### src/common/dac_host_pkg.sv
// constants and carrier types for the dual converter write controller
package dac_host_pkg;
   localparam int code_width = 8;
   localparam int clk_period_ns = 8;
   // device timing minima, ns
   localparam int setup_sel_ns = 50;
   localparam int setup_data_ns = 25;
   localparam int strobe_low_ns = 50;
   localparam int hold_data_ns = 10;
   localparam int hold_pick_ns = 10;
   // whole clock cycles that cover a span in ns
   function automatic int ns_to_cycles(input int span_ns);
      return (span_ns + clk_period_ns - 1) / clk_period_ns;
   endfunction
   localparam int setup_cycles = ns_to_cycles(setup_sel_ns);
   localparam int strobe_cycles = ns_to_cycles(strobe_low_ns);
   localparam int hold_ns = (hold_data_ns > hold_pick_ns) ? hold_data_ns : hold_pick_ns;
   localparam int hold_cycles = ns_to_cycles(hold_ns);
   localparam int data_setup_cycles = ns_to_cycles(setup_data_ns);
   localparam logic [7:0] reset_code = 8'h00;
   localparam logic [7:0] bipolar_zero = 8'h80;
   localparam logic chan_a = 1'b0;
   localparam logic chan_b = 1'b1;

   typedef struct packed {
      logic select_n;
      logic strobe_n;
      logic channel_pick;
      logic [7:0] input_bus;
   } dac_pins_t;

   typedef struct packed {
      logic channel;
      logic [7:0] code;
   } write_req_t;
endpackage

### src/design/phase_timer.sv
// down counter that times each phase of a write cycle
`timescale 1ns/10ps
module phase_timer #(
   parameter int width = 4
) (
   input wire logic mclk,
   input wire logic reset_n,
   input wire logic load,
   input wire logic [width-1:0] count,
   output logic done
);
   logic [width-1:0] cnt_q;

   if (width < 1)
   begin : g_width_low
      $error("phase_timer width too small");
   end

   always_ff @(posedge mclk or negedge reset_n)
   begin
      if (!reset_n)
         cnt_q <= '0;
      else if (load)
         cnt_q <= count;
      else if (cnt_q != '0)
         cnt_q <= cnt_q - 1'b1;
   end

   // done must not look at load: the caller derives load from done
   assign done = (cnt_q == '0);
endmodule

### src/design/dac_write_host.sv
// host controller that loads either channel latch of a dual converter
`timescale 1ns/10ps
module dac_write_host #(
   parameter int timer_width = 4,
   parameter int setup_count = dac_host_pkg::setup_cycles,
   parameter int strobe_count = dac_host_pkg::strobe_cycles,
   parameter int hold_count = dac_host_pkg::hold_cycles
) (
   input wire logic mclk,
   input wire logic reset_n,
   input wire logic req_valid,
   input wire dac_host_pkg::write_req_t req,
   output logic req_ready,
   output logic write_done,
   output dac_host_pkg::dac_pins_t pins,
   output logic [7:0] shadow_a,
   output logic [7:0] shadow_b
);
   typedef enum logic [2:0] {st_idle, st_setup, st_strobe, st_hold} state_t;

   localparam int tw = timer_width;

   // every phase needs one cycle at least and must fit the timer
   if (timer_width < 1 || timer_width > 30 || setup_count < 1 || strobe_count < 1 || hold_count < 1)
   begin : g_count_low
      $error("phase counts or timer width out of range");
   end
   if (setup_count >= (1 << tw) || strobe_count >= (1 << tw) || hold_count >= (1 << tw))
   begin : g_count_high
      $error("phase counts exceed timer width");
   end

   state_t state_q;
   dac_host_pkg::write_req_t held_q;
   logic tload;
   logic [tw-1:0] tcount;
   logic tdone;
   logic take;
   logic setup_end;
   logic strobe_end;
   logic hold_end;

   // timer reload for the phase that is about to start
   function automatic logic [tw-1:0] phase_length(input state_t phase);
      case (phase)
         st_setup:
            return tw'(setup_count - 1);
         st_strobe:
            return tw'(strobe_count - 1);
         st_hold:
            return tw'(hold_count - 1);
         default:
            return '0;
      endcase
   endfunction

   // true on the last cycle of the given phase
   function automatic logic phase_end(input state_t now, input state_t phase, input logic expired);
      return (now == phase) && expired;
   endfunction

   assign take = (state_q == st_idle) && req_valid;
   assign setup_end = phase_end(state_q, st_setup, tdone);
   assign strobe_end = phase_end(state_q, st_strobe, tdone);
   assign hold_end = phase_end(state_q, st_hold, tdone);

   ////////////////////////////////////////////////////////////////////////////
   // phase sequencing

   always_comb
   begin
      tload = 1'b0;
      tcount = '0;
      case (state_q)
         st_idle:
         begin
            tload = req_valid;
            tcount = phase_length(st_setup);
         end
         st_setup:
         begin
            tload = tdone;
            tcount = phase_length(st_strobe);
         end
         st_strobe:
         begin
            tload = tdone;
            tcount = phase_length(st_hold);
         end
         default:
         begin
            tload = 1'b0;
            tcount = '0;
         end
      endcase
   end

   phase_timer #(.width(tw)) timer (
      .mclk(mclk),
      .reset_n(reset_n),
      .load(tload),
      .count(tcount),
      .done(tdone)
   );

   always_ff @(posedge mclk or negedge reset_n)
   begin
      if (!reset_n)
         state_q <= st_idle;
      else
      begin
         case (state_q)
            st_idle:
               if (req_valid)
                  state_q <= st_setup;
            st_setup:
               if (tdone)
                  state_q <= st_strobe;
            st_strobe:
               if (tdone)
                  state_q <= st_hold;
            st_hold:
               if (tdone)
                  state_q <= st_idle;
            default:
               state_q <= st_idle;
         endcase
      end
   end

   // request captured once so the shadow update uses the channel and code of this cycle
   always_ff @(posedge mclk or negedge reset_n)
   begin
      if (!reset_n)
         held_q <= '0;
      else if (state_q == st_idle && req_valid)
         held_q <= req;
   end

   ////////////////////////////////////////////////////////////////////////////
   // pin drive

   logic select_n_q;
   logic strobe_n_q;
   logic pick_q;
   logic [7:0] bus_q;

   // select opens the cycle and is released only after the hold phase
   always_ff @(posedge mclk or negedge reset_n)
   begin
      if (!reset_n)
         select_n_q <= 1'b1;
      else if (take)
         select_n_q <= 1'b0;
      else if (hold_end || state_q == st_idle)
         select_n_q <= 1'b1;
   end

   // strobe falls only after the select setup, and only inside select
   always_ff @(posedge mclk or negedge reset_n)
   begin
      if (!reset_n)
         strobe_n_q <= 1'b1;
      else if (setup_end)
         strobe_n_q <= 1'b0;
      else if (strobe_end || state_q != st_strobe)
         strobe_n_q <= 1'b1;
   end

   // pick and bus change only on a take, so they hold through the cycle
   always_ff @(posedge mclk or negedge reset_n)
   begin
      if (!reset_n)
      begin
         pick_q <= dac_host_pkg::chan_a;
         bus_q <= dac_host_pkg::reset_code;
      end
      else if (take)
      begin
         pick_q <= req.channel;
         bus_q <= req.code;
      end
   end

   assign pins = '{select_n: select_n_q, strobe_n: strobe_n_q, channel_pick: pick_q, input_bus: bus_q};

   always_ff @(posedge mclk or negedge reset_n)
   begin
      if (!reset_n)
         req_ready <= 1'b0;
      else
         req_ready <= (state_q == st_idle && !req_valid) || hold_end;
   end

   ////////////////////////////////////////////////////////////////////////////
   // completion and shadow copies of each latch

   always_ff @(posedge mclk or negedge reset_n)
   begin
      if (!reset_n)
         write_done <= 1'b0;
      else
         write_done <= strobe_end;
   end

   always_ff @(posedge mclk or negedge reset_n)
   begin
      if (!reset_n)
      begin
         shadow_a <= dac_host_pkg::reset_code;
         shadow_b <= dac_host_pkg::reset_code;
      end
      else if (strobe_end)
      begin
         if (held_q.channel == dac_host_pkg::chan_a)
            shadow_a <= held_q.code;
         else
            shadow_b <= held_q.code;
      end
   end
endmodule

### config.mk
export PLATFORM = sky130hd
export DESIGN_NAME = dac_write_host
export DESIGN_NICKNAME = d
export VERILOG_FILES = /design/src/common/dac_host_pkg.sv /design/src/design/phase_timer.sv /design/src/design/dac_write_host.sv
export SDC_FILE = /design/constraint.sdc
export NUM_CORES = 1
export LEC_CHECK = 0
export ABC_AREA = 1
export BUFFER_PORTS_ARGS = -buffer_cell sky130_fd_sc_hd__buf_2
export CAP_MARGIN = 20
export CORE_MARGIN = 2
export CORE_UTILIZATION = 52
export CTS_CLUSTER_DIAMETER = 40
export DETAILED_ROUTE_END_ITERATION = 16
export GPL_TIMING_DRIVEN = 0
export PLACE_DENSITY = 0.83
export SLEW_MARGIN = 10
export SYNTH_ARGS = -nofsm -noshare
export SYNTH_HDL_FRONTEND = slang
export SYNTH_SLANG_ARGS = --single-unit
### constraint.sdc
create_clock -name mclk -period 1.86 [get_ports mclk]
set_input_delay 0.186 -clock mclk [delete_from_list [all_inputs] [get_ports mclk]]
set_output_delay 0.186 -clock mclk [all_outputs]
set_load 0.005 [all_outputs]
* After elaboration in Yosys (flattened, before gate mapping) *
Index checks and enable logic that the tools add are counted.

storage, ports and cells
  word-level logic and storage cells = 53
  flip-flop bits (word level) = 36
  input bits = 12
  output and inout bits = 29

operators by class
  muxes and demuxes = 13
  equal/unequal tests = 8
  reductions and logical operators = 20
  bitwise operators = 1
  add/subtract/negate cells = 1

operators with widths
  operator               number
  $mux W3                4
  $pmux W3 S4            1
  $mux W4                2
  $ne A2 B2 Y1 const B   4
  $eq A3 B2 Y1 const B   2
  $pmux W3 S2            1
  $reduce_bool A2 Y1     3
  $logic_and A1 B1 Y1    5
  $logic_not A4 Y1       1
  $mux W1                4
  $reduce_and A2 Y1      2
  $reduce_and A4 Y1      1
  $reduce_bool A4 Y1     1
  $reduce_or A2 Y1       2
  $sub A4 B1 Y4 const B  1
  $eq A3 B1 Y1 const B   1
  $logic_not A3 Y1       1
  $logic_or A1 B1 Y1     3
  $ne A3 B2 Y1 const B   1
  $pmux W1 S2            1
  $logic_not A1 Y1       1
  $not A1 Y1             1

* Logic depth before layout (Yosys ltp) *
Gate-level depths: netlist (run 1).

  depth in word-level cells = 5
  mapped depth = 8
  gate-level depth less buffers = 8

* Hierarchy *
A second synthesis (run 1) with hierarchy kept.

second synthesis, totals
  cells, all modules = 172
  area, all modules = 1651.6 µm²

modules (own cells, without submodules)
  module          sequential area each (µm²)  area each (µm²)  times used  cells each
  dac_write_host  778.2                       1408.9           1           138
  phase_timer     100.1                       242.7            1           34

* Worst setup path before layout (run 1) *
OpenSTA, ideal clock, no wires.

  path type = flip-flop to flip-flop
  start = reg state_q[0]
  end = reg bus_q[0]
  library setup time = 0.083 ns
  arrival = 1.272 ns
  stages on the path, launching flop included = 7
  required time = 1.777 ns
  clock period less this slack = 1.355 ns
  path slack = 0.505 ns
  path buffers = 1
  path through = dfrtp_1 inv_1 ha_1 nand2_1 clkinv_1 clkbuf_1 o21ai_0

between the ends
  cells in the longest elaborated chain, start to end = 2

ends and longest elaborated chain
  element                 RTL line               source
  start, declared         dac_write_host.sv:33   state_t state_q;
  start signal, assigned  dac_write_host.sv:109  state_q <= st_idle;
  start signal, assigned  dac_write_host.sv:115  state_q <= st_setup;
  start signal, assigned  dac_write_host.sv:118  state_q <= st_strobe;
  $logic_not A3 Y1        dac_write_host.sv:62   assign take = (state_q == st_idle) && req_valid;
  $logic_and A1 B1 Y1     dac_write_host.sv:62
  end signal, assigned    dac_write_host.sv:176  bus_q <= dac_host_pkg::reset_code;
  end signal, assigned    dac_write_host.sv:181  bus_q <= req.code;
  end, declared           dac_write_host.sv:146  logic [7:0] bus_q;

No other way between the ends.
A chain may end at the register's enable or synchronous reset.

* Final worst setup path (run 1) *
  start = reg state_q[0]
  end = reg bus_q[4]

The elaborated chain is that of the path after synthesis.

==> metrics, run 1 <==
Mean Syn Cell Area 9.902 sq um; via count 1221; Top Layer Used met4; Worst Tran Pin Value 0.7555 ns; worst hold margin 0.05357 ns; post-synthesis sequential area ratio 54.42%; Total Routing Usage GR 19.92%; GRT Residual Overflow 0; Routed WL per cell 12.39 microns; antenna cells 0; pin count of the biggest net entering global routing 36; Yosys cell types 21; clk_lat worst skew 0.34 ns; root buf cell clkbuf_4; Max Cap Viol 0; Top FF cell, synth dfrtp_1; drt pass-1 iters 4; Setup Viol. Count Final 0; max_slew headroom 49.64%; synthesized area 1614 sq um; # rows 20; count leader, synth nand2_1; fraction of layout instances using a drive strength above 1 38.68%; Post-DRT Antenna Nets 0; reg-to-reg startpoint state_q[0]$_DFFE_PN0P_; Clock transition at path regs 0.11 ns; syn nets 181; I/O Buffers 40; number of I/O pins 41; EDFF count, synth 0; vias in the first global route 1264; Hold Path Sink bus_q[5]$_DFFE_PN0N_; setup tns final 0 ns; WP data arrival 1.93 ns; crit end category flip-flop; Worst Setup Path Type flip-flop to flip-flop; DIE AREA 3566 sq um; R2R Path End bus_q[4]$_DFFE_PN0N_; fin util 64.08%; Max Slew Vio Count 0; Syn Inst Count 163; Metal-1 WL 1.350 mm; first-pass GRT wire length 5.299 mm; htree depth 2; synth cell count leaders nand2_1, dfrtp_1, inv_1; TritonCTS Buffers 5; Hold Vio Cnt, Final 0; top cells by area, synth dfrtp_1, o21ai_2, nand2_1, ha_1, inv_1; dpl hpwl 2.230 mm; static leakage 1.069 nW; reg2reg path depth 6; Via density 4.984; crit path launch type flip-flop; Iter 0 DRT Violations 34; Initial Util 53.75%; Horiz. Die Dim 59.72 microns; CTS max path bufs 2; dominant cell type by area after synthesis dfrtp_1; Pwr Total 3.185 mW; HP Start req[5]; RSZ-0062 raised after global routing false; Cells on Worst Hold Path 3; Clock Skew 0.004760 ns; power density cells 1655 nW/um^2; Final min period 1.669 ns; hold crit path type input pin to flip-flop; fmax 599.0 MHz; # DRC 0; routed wl met3 180 microns; Clock Sinks 35; status completed; TritonCTS clock tree yes; async set or reset register ratio after synthesis 100.0%; Final Wtd Congestion 0.7769; flop-to-flop setup slack 0.19 ns; fin nets 229; Core Region 3003 sq um; Tcrit/Tclk final 89.75%; crit path max fanout 10; Post-CTS Setup Bufs 0; Peak supply drop 887.9 uV; final WL 3.035 mm; area grow syn2layout 19.23%; routed wl met2 1.459 mm; Yosys reg bits 35; antenna violations before repair 0; post-synth top area share 51.16%; YS warnings 0; Die Ht 59.72 microns; worst path required time 2.12 ns
where the power goes:
| group | internal [mW] | switching [mW] | leakage, nW |
|---|---|---|---|
| sequential | 1.11 | 0.206 | 0.444 |
| combinational | 0.619 | 0.853 | 0.597 |
| clock | 0.146 | 0.256 | 0.0282 |
stage by stage:
stage	instances	worst slack (ns)	instance area [sq um]
after floorplan	163	0.5051	1614
after global placement	236	0.1014	1856
after detailed placement	236	0.05221	1856
after CTS	245	0.06073	1919
after global routing	245	0.05669	1924
final	245	0.1906	1924
cell families after synthesis:
logic type,synth area share [%]
AND/OR/NAND/NOR,18.06
buffers and inverters,7.674
XOR/XNOR,1.085
adder cells (fa/ha/maj),4.651
AO/OA/AOI/OAI,14.11
flip-flops,54.42
cells in the final DEF, fill, tap and decap left out, types with 2 or more instances in the layout:
cell type   instances
buf_2              40
inv_1              19
ha_1                6
clkinvlp_4          2
xor2_1              2
clkbuf_4            5
o21ai_0            12
buf_6               2
nand3_1             7
buf_4               3
a21oi_1             4
nand2_2             4
o21ai_2            16
nor2_1              8
nand2_4             3
nand2_1            36
dfrtp_1            33
dfstp_2             2
critical path: stages (launching register included):
cell        delay (ns)
dfrtp_1           0.45
inv_1             0.09
ha_1              0.25
nand2_1           0.14
clkinvlp_4        0.22
clkbuf_2          0.25
o21ai_0           0.19
timing repair:
item,in CTS,in global routing
resized for setup,0,3
hold buffers,1,0
endpoints found under the hold margin,33,0
setup endpoints to repair,0,10
worst max-delay path by stage:
stage	start	to	slack (ns)	depth (start not counted)
after floorplan	state_q[0]$_DFFE_PN0P_	bus_q[0]$_DFFE_PN0N_	0.51	6
after global placement	state_q[0]$_DFFE_PN0P_	bus_q[4]$_DFFE_PN0N_	0.10	6
after detailed placement	state_q[0]$_DFFE_PN0P_	bus_q[1]$_DFFE_PN0N_	0.05	6
after CTS	state_q[0]$_DFFE_PN0P_	bus_q[4]$_DFFE_PN0N_	0.06	6
after global routing	state_q[0]$_DFFE_PN0P_	bus_q[0]$_DFFE_PN0N_	0.06	6
final	state_q[0]$_DFFE_PN0P_	bus_q[4]$_DFFE_PN0N_	0.19	6
final cells by class:
class	instances	area, sq um
sequential	35	878.3
buffer	6	50.05
inverter	20	78.83
clock inverter	2	12.51
tap	33	41.29
fill	257	1079
clock buffer	6	41.29
timing repair buffer	41	210.2
multi-input combinational	102	611.8
registers in the layout (all words and copies together), names as in the netlist:
name and count:
timer.cnt_q 4, shadow_b 8, strobe_n_q 1, bus_q 8, pick_q 1, write_done 1, select_n_q 1, req_ready 1
state_q 2, shadow_a 8
layer usage:
| layer | up-vias | track usage (%) |
|---|---|---|
| li1 | 611 | - |
| met1 | 570 | 24.86 |
| met2 | 34 | 33.39 |
| met3 | 6 | 4.762 |
| met4 | 0 | 7.619 |
| met5 | - | 0 |
(Power assumes the default switching activity.)
==> run 2: changes to the inputs <==
--- a/config.mk
+++ b/config.mk
@@ -13,6 +13,7 @@
 export CTS_CLUSTER_DIAMETER = 40
 export DETAILED_ROUTE_END_ITERATION = 16
 export GPL_TIMING_DRIVEN = 0
+export HOLD_SLACK_MARGIN = 0.03
 export PLACE_DENSITY = 0.83
 export SLEW_MARGIN = 10
 export SYNTH_ARGS = -nofsm -noshare
==> constraint.sdc (replaced) <==
create_clock -name mclk -period 1.75 [get_ports mclk]
set_input_delay 0.175 -clock mclk [delete_from_list [all_inputs] [get_ports mclk]]
set_output_delay 0.175 -clock mclk [all_outputs]
set_load 0.005 [all_outputs]
==> run 2 against run 1 <==
Effect of this change: sequential share of layout area shrank 0.35 points; combinational power rose by 9%; setup slack better by 0.020 ns; highest routed layer unchanged; non-clock buffer count rose by 2; global-route usage unchanged; die area unchanged; largest power group unchanged.
==> metrics, run 2 (same netlist as run 1, synthesis figures left out) <==
Logic pwr share 46.7% (+0.5 points); CP max-delay cell dfrtp_1; Routed WL per cell 12.47 microns (+0.69%); setup ws final 0.2105 ns (+0.01988 ns); power density cells 1762 nW/um^2 (+6.4%); crit path launch type flip-flop; RSZ-0062 raised after global routing false; crit path max fanout 10 (unchanged); Sequential Power Share 40.8% (-0.4 points); I/O Buffers 40 (unchanged); via count 1229 (+0.66%); Post-DRT Antenna Nets 0 (unchanged); area grow syn2layout 20.16%; commonest non-fill, non-tap cell in the layout buf_2; met1 Use GR 24.86% (unchanged); DIE AREA 3566 sq um (unchanged); reg-to-reg startpoint state_q[0]$_DFFE_PN0P_; Sw Pwr 1.410 mW (+7.3%); Initial Util 53.75% (unchanged); Max Slew Vio Count 0 (unchanged); final non-filler cell area 1939 sq um (+0.78%); Setup Viol. Count Final 0 (unchanged); Core Region 3003 sq um (unchanged); drt pass-1 iters 4 (unchanged); # fillers 253 (-1.6%); fraction of layout instances using a drive strength above 1 39.25% (+0.57 points); fin util 64.58% (+0.50 points); CTS max path bufs 2 (unchanged); vias in the first global route 1264 (unchanged); gr busiest metal met2; CP Depth 8 (+2); crit end category flip-flop; Horiz. Die Dim 59.72 microns (unchanged); crit path buf inv count 3 (unchanged); Area after DPL 1856 sq um (unchanged); Max Cap Viol 0 (unchanged); M3 GR Usage 4.762% (unchanged); Final min period 1.540 ns (-0.1299 ns); Critical Path Start state_q[0]$_DFFE_PN0P_; Crit path max-delay family flip-flops; htree depth 2 (unchanged); Tcrit/Tclk final 87.97% (-1.8 points); WP data arrival 1.78 ns (-0.15 ns); CP max stage delay 0.45 ns (about the same); # rows 20 (unchanged); Peak supply drop 953.4 uV (+7.4%); root buf cell clkbuf_4; CP Capture Point shadow_b[7]$_DFFE_PN0P_; Iter 0 DRT Violations 27 (-21%); flop-to-flop setup slack 0.21 ns (+0.02 ns); Worst Setup Path Type flip-flop to flip-flop; Pint 2.006 mW (+7.3%); CP most frequent cell inv_1; clk_lat worst skew 0.34 ns (about the same); Largest regs bus_q x8, shadow_a x8, shadow_b x8; static leakage 1.080 nW (+1.0%); Hold Vio Cnt, Final 0 (unchanged); Worst Tran Pin Value 0.7503 ns (-0.005146 ns); status completed; worst path required time 1.99 ns (-0.13 ns); Clock Skew 0.004274 ns (-0.0004861 ns); Via density 4.976 (-0.16%); first-pass GRT wire length 5.299 mm (unchanged); dpl hpwl 2.230 mm (unchanged); fin nets 231 (+0.87%); TritonCTS clock tree yes; max_slew headroom 49.98% (+0.34 points); R2R Path End shadow_b[7]$_DFFE_PN0P_; pin count of the biggest net entering global routing 36 (unchanged); # DRC 0 (unchanged); Sw Ratio 41.29% (about the same); hold crit path type input pin to flip-flop; reg2reg path depth 8 (+2); antenna violations before repair 0 (unchanged); final WL 3.081 mm (+1.5%); number of I/O pins 41 (unchanged); CP cell instances inv_1 > ha_1 > inv_1 > nor2_8 > nand2_4 > buf_6 > nand2_2 > o21ai_2; pre-CTS setup slack -0.05779 ns (-0.1100 ns); most frequent cells in the layout buf_2, nand2_1, dfrtp_1, inv_1, o21ai_2; antenna cells 0 (unchanged); GR Layer Usage met2 33.39% (unchanged); Final Wtd Congestion 0.7769 (unchanged); GRT Residual Overflow 0 (unchanged); Clock Sinks 35 (unchanged); Clock transition at path regs 0.10 ns (about the same); clock share of power 12.5% (about the same); TritonCTS Buffers 5 (unchanged); fmax 649.5 MHz (+8.4%); Total Routing Usage GR 19.92% (unchanged); Die Ht 59.72 microns (unchanged)
run 2: worst min-delay path by stage:
stage,start,end,slack (ns),depth (start not counted)
after detailed placement,reset_n,state_q[0]$_DFFE_PN0P_,0.28,1
after CTS,req[5],bus_q[5]$_DFFE_PN0N_,0.03,3
after floorplan,reset_n,bus_q[0]$_DFFE_PN0N_,-0.12,0
after global placement,reset_n,state_q[0]$_DFFE_PN0P_,0.30,1
after global routing,req[5],bus_q[5]$_DFFE_PN0N_,0.05,3
final,req[5],bus_q[5]$_DFFE_PN0N_,0.04,3
run 2: area by class of cell:
type / count / area, sq um / share of cell area (%)
Sequential cell: 35 / 878.3 / 45.29
Multi-Input combinational cell: 102 / 611.8 / 31.55
Timing Repair Buffer: 43 / 225.2 / 11.61
Inverter: 20 / 78.83 / 4.065
Buffer: 6 / 50.05 / 2.581
Clock buffer: 6 / 41.29 / 2.129
Tap cell: 33 / 41.29 / 2.129
Clock inverter: 2 / 12.51 / 0.6452
run 2: power groups by stage:
| stage | Sequential, mW | Combinational [mW] | Clock (mW) |
|---|---|---|---|
| floorplan | 1.41 | 1.04 | 0 |
| global placement | 1.41 | 1.52 | 0 |
| detailed placement | 1.41 | 1.58 | 0 |
| CTS | 1.40 | 1.58 | 0.438 |
| global route | 1.44 | 1.83 | 0.467 |
| finish | 1.39 | 1.60 | 0.429 |
run 2: timing repair:
item | 4_1_cts | 5_1_grt
hold buffers | 1 | 0
pin swaps | 0 | 0
buffers inserted | 0 | 2
hold endpoints to repair | 33 | 0
resized for setup | 1 | 2
setup endpoints to repair | 9 | 10
run 2: worst min-delay path, stage by stage:
cell	delay, ns
buf_2	0.07
nand2_1	0.04
o21ai_0	0.06
run 2: stage by stage:
step                      std cells  setup TNS [ns]  hold WS, ns  total power, mW
after floorplan                 163               0      -0.1206            2.451
after global placement          236        -0.02000       0.2950            2.922
after detailed placement        236         -0.1391       0.2849            2.983
after CTS                       245               0      0.03297            3.416
after global routing            247               0      0.04614            3.738
final                           247               0      0.04124            3.416
run 2: layer usage:
layer / share of wire, % / up-vias / wire [microns]
li1: - / 615 / -
met1: 44 / 573 / 1368
met2: 49 / 38 / 1505
met3: 5.7 / 3 / 176
met4: 1.0 / 0 / 31
met5: 0 / - / 0
==> run 3: changes to the inputs <==
--- a/config.mk
+++ b/config.mk
@@ -15,7 +15,6 @@
 export GPL_TIMING_DRIVEN = 0
 export HOLD_SLACK_MARGIN = 0.03
 export PLACE_DENSITY = 0.83
-export SLEW_MARGIN = 10
 export SYNTH_ARGS = -nofsm -noshare
 export SYNTH_HDL_FRONTEND = slang
 export SYNTH_SLANG_ARGS = --single-unit
==> constraint.sdc (replaced) <==
create_clock -name mclk -period 1.7 [get_ports mclk]
set_input_delay 0.17 -clock mclk [delete_from_list [all_inputs] [get_ports mclk]]
set_output_delay 0.17 -clock mclk [all_outputs]
set_load 0.005 [all_outputs]
==> run 3 against run 2 <==
Effect of this change: critical path type unchanged; final cell count is the same; combinational power about the same; sequential share of layout area decreased by 0.058 points; critical endpoint is now bus_q[1]$_DFFE_PN0N_; first-iteration DRC count fell by 15%; clock power increased by 2%; routed wire length decreased by 1.0%; critical path depth decreased by 2; register-to-register slack got worse by 0.08 ns; fmax shrank 2.0%; largest cell class unchanged; setup slack lost 0.082 ns.
==> metrics, run 3 (same netlist as run 1, synthesis figures left out) <==
CP max-delay cell dfrtp_1; RSZ-0062 raised after global routing false; TritonCTS clock tree yes; first-pass GRT wire length 5.340 mm (+0.77%); pin count of the biggest net entering global routing 36 (unchanged); crit path launch type flip-flop; hold crit path type input pin to flip-flop; reg2reg path depth 6 (-2); Horiz. Die Dim 59.72 microns (unchanged); TritonCTS Buffers 5 (unchanged); vias in the first global route 1270 (+0.47%); # fillers 254 (+0.40%); final WL 3.050 mm (-1.0%); drt pass-1 iters 4 (unchanged); Max Slew Vio Count 0 (unchanged); Clock Skew 0.005448 ns (+0.001174 ns); static leakage 1.083 nW (+0.29%); fraction of layout instances using a drive strength above 1 38.32% (-0.93 points); Logic pwr share 46.3% (-0.4 points); crit path max fanout 10 (unchanged); crit end category flip-flop; Peak supply drop 972.6 uV (+2.0%); area grow syn2layout 20.31%; max_slew headroom 49.89% (-0.093 points); WP data arrival 1.83 ns (+0.05 ns); Final Wtd Congestion 0.7769 (unchanged); fmax 636.4 MHz (-2.0%); Worst Tran Pin Value 0.7517 ns (+0.001389 ns); Sequential Power Share 41.2% (+0.4 points); fin util 64.67% (+0.083 points); Pint 2.048 mW (+2.1%); GRT Residual Overflow 0 (unchanged); htree depth 2 (unchanged); Sw Ratio 41.24% (-0.050 points); antenna violations before repair 0 (unchanged); root buf cell clkbuf_4; CP cell instances inv_1 > ha_1 > nand2_1 > clkinv_2 > clkbuf_2 > o21ai_0; Hold Path Sink bus_q[4]$_DFFE_PN0N_; DIE AREA 3566 sq um (unchanged); Hold Vio Cnt, Final 0 (unchanged); Core Region 3003 sq um (unchanged); Max Cap Viol 0 (unchanged); flop-to-flop setup slack 0.13 ns (-0.08 ns); Pwr Total 3.485 mW (+2.0%); antenna cells 0 (unchanged); Reg area 878.3 sq um (unchanged); via count 1232 (+0.24%); reg-to-reg startpoint state_q[0]$_DFFE_PN0P_; CP max stage delay 0.45 ns (about the same); number of I/O pins 41 (unchanged); Total Routing Usage GR 20.10% (+0.18 points); power density cells 1795 nW/um^2 (+1.9%); Sw Pwr 1.437 mW (+1.9%); Setup Viol. Count Final 0 (unchanged); # DRC 0 (unchanged); Post-DRT Antenna Nets 0 (unchanged); I/O Buffers 40 (unchanged); dpl hpwl 2.230 mm (unchanged); most frequent cells in the layout buf_2, nand2_1, dfrtp_1, inv_1, o21ai_2; Worst Setup Path Type flip-flop to flip-flop; status completed; # rows 20 (unchanged); Via density 4.988 (+0.24%); footprint of the multi-input gates 611.8 sq um (unchanged); clk_lat worst skew 0.33 ns (about the same); Routed WL per cell 12.35 microns (-1.0%); Cells on Worst Hold Path 3 (unchanged); worst path required time 1.96 ns (-0.03 ns); Post-CTS Setup Bufs 0 (unchanged); R2R Path End bus_q[1]$_DFFE_PN0N_; HP Start req[4]; commonest non-fill, non-tap cell in the layout buf_2; Largest regs bus_q x8, shadow_a x8, shadow_b x8; Iter 0 DRT Violations 23 (-15%); CTS max path bufs 2 (unchanged); Crit path max-delay family buffers and inverters; clock share of power 12.5% (about the same); Die Ht 59.72 microns (unchanged); Initial Util 53.75% (unchanged); Clock Sinks 35 (unchanged); crit path buf inv count 3 (unchanged); fin nets 231 (unchanged); Tcrit/Tclk final 92.44% (+4.5 points); Final min period 1.571 ns (+0.03187 ns); Clock transition at path regs 0.11 ns (about the same)
run 3: worst max-delay path by stage:
stage | start | endpoint | slack [ns] | cells past startpoint
2_1_floorplan | state_q[0]$_DFFE_PN0P_ | bus_q[0]$_DFFE_PN0N_ | 0.35 | 6
3_3_place_gp | state_q[0]$_DFFE_PN0P_ | bus_q[4]$_DFFE_PN0N_ | -0.06 | 6
3_5_place_dp | state_q[0]$_DFFE_PN0P_ | bus_q[1]$_DFFE_PN0N_ | -0.11 | 6
4_1_cts | state_q[0]$_DFFE_PN0P_ | bus_q[4]$_DFFE_PN0N_ | 0.12 | 6
5_1_grt | state_q[0]$_DFFE_PN0P_ | bus_q[0]$_DFFE_PN0N_ | 0.003 | 6
6_report | state_q[0]$_DFFE_PN0P_ | bus_q[1]$_DFFE_PN0N_ | 0.13 | 6
run 3: timing repair:
action                                 CTS  global route
hold buffers                             3             0
gates resized for setup                  2             0
endpoints found under the hold margin   35             0
setup endpoints to repair               10             0
run 3: worst min-delay path, delay by kind of cell:
kind,cells,cell delay (ns)
AOI/OAI and AO/OA,1,0.06
buffers and inverters,1,0.07
and+or+nand+nor,1,0.04
run 3: metrics by stage:
stage / hold WS (ns) / instance area (sq um) / cells / setup TNS (ns) / setup slack [ns]
floorplan: -0.1256 / 1614 / 163 / 0 / 0.3451
global placement: 0.2900 / 1856 / 236 / -0.4896 / -0.05857
detailed placement: 0.2799 / 1856 / 236 / -0.6077 / -0.1078
CTS: 0.03764 / 1942 / 247 / 0 / 0.1211
global route: 0.04226 / 1942 / 247 / 0 / 0.003307
finish: 0.04654 / 1942 / 247 / 0 / 0.1286
run 3: per-layer routing:
layer | vias up | wire length, microns | track usage [%]
li1 | 614 | - | -
met1 | 577 | 1353 | 25.00
met2 | 39 | 1480 | 33.85
met3 | 2 | 199 | 4.762
met4 | 0 | 17 | 7.619
met5 | - | 0 | 0
run 3: layout make-up:
cell class | count | share of cell area [%]
Timing Repair Buffer | 43 | 11.86
Inverter | 20 | 3.930
Clock inverter | 2 | 0.6443
Tap cell | 33 | 2.126
Clock buffer | 6 | 2.126
Buffer | 6 | 2.577
Multi-Input combinational cell | 102 | 31.51
Sequential cell | 35 | 45.23
run 3: power by group through the flow:
stage	combinational [mW]	sequential (mW)	clock, mW
2_1_floorplan	1.07	1.46	0
6_report	1.61	1.44	0.436
4_1_cts	1.63	1.44	0.450
3_3_place_gp	1.56	1.45	0
5_1_grt	1.86	1.49	0.481
3_5_place_dp	1.62	1.45	0
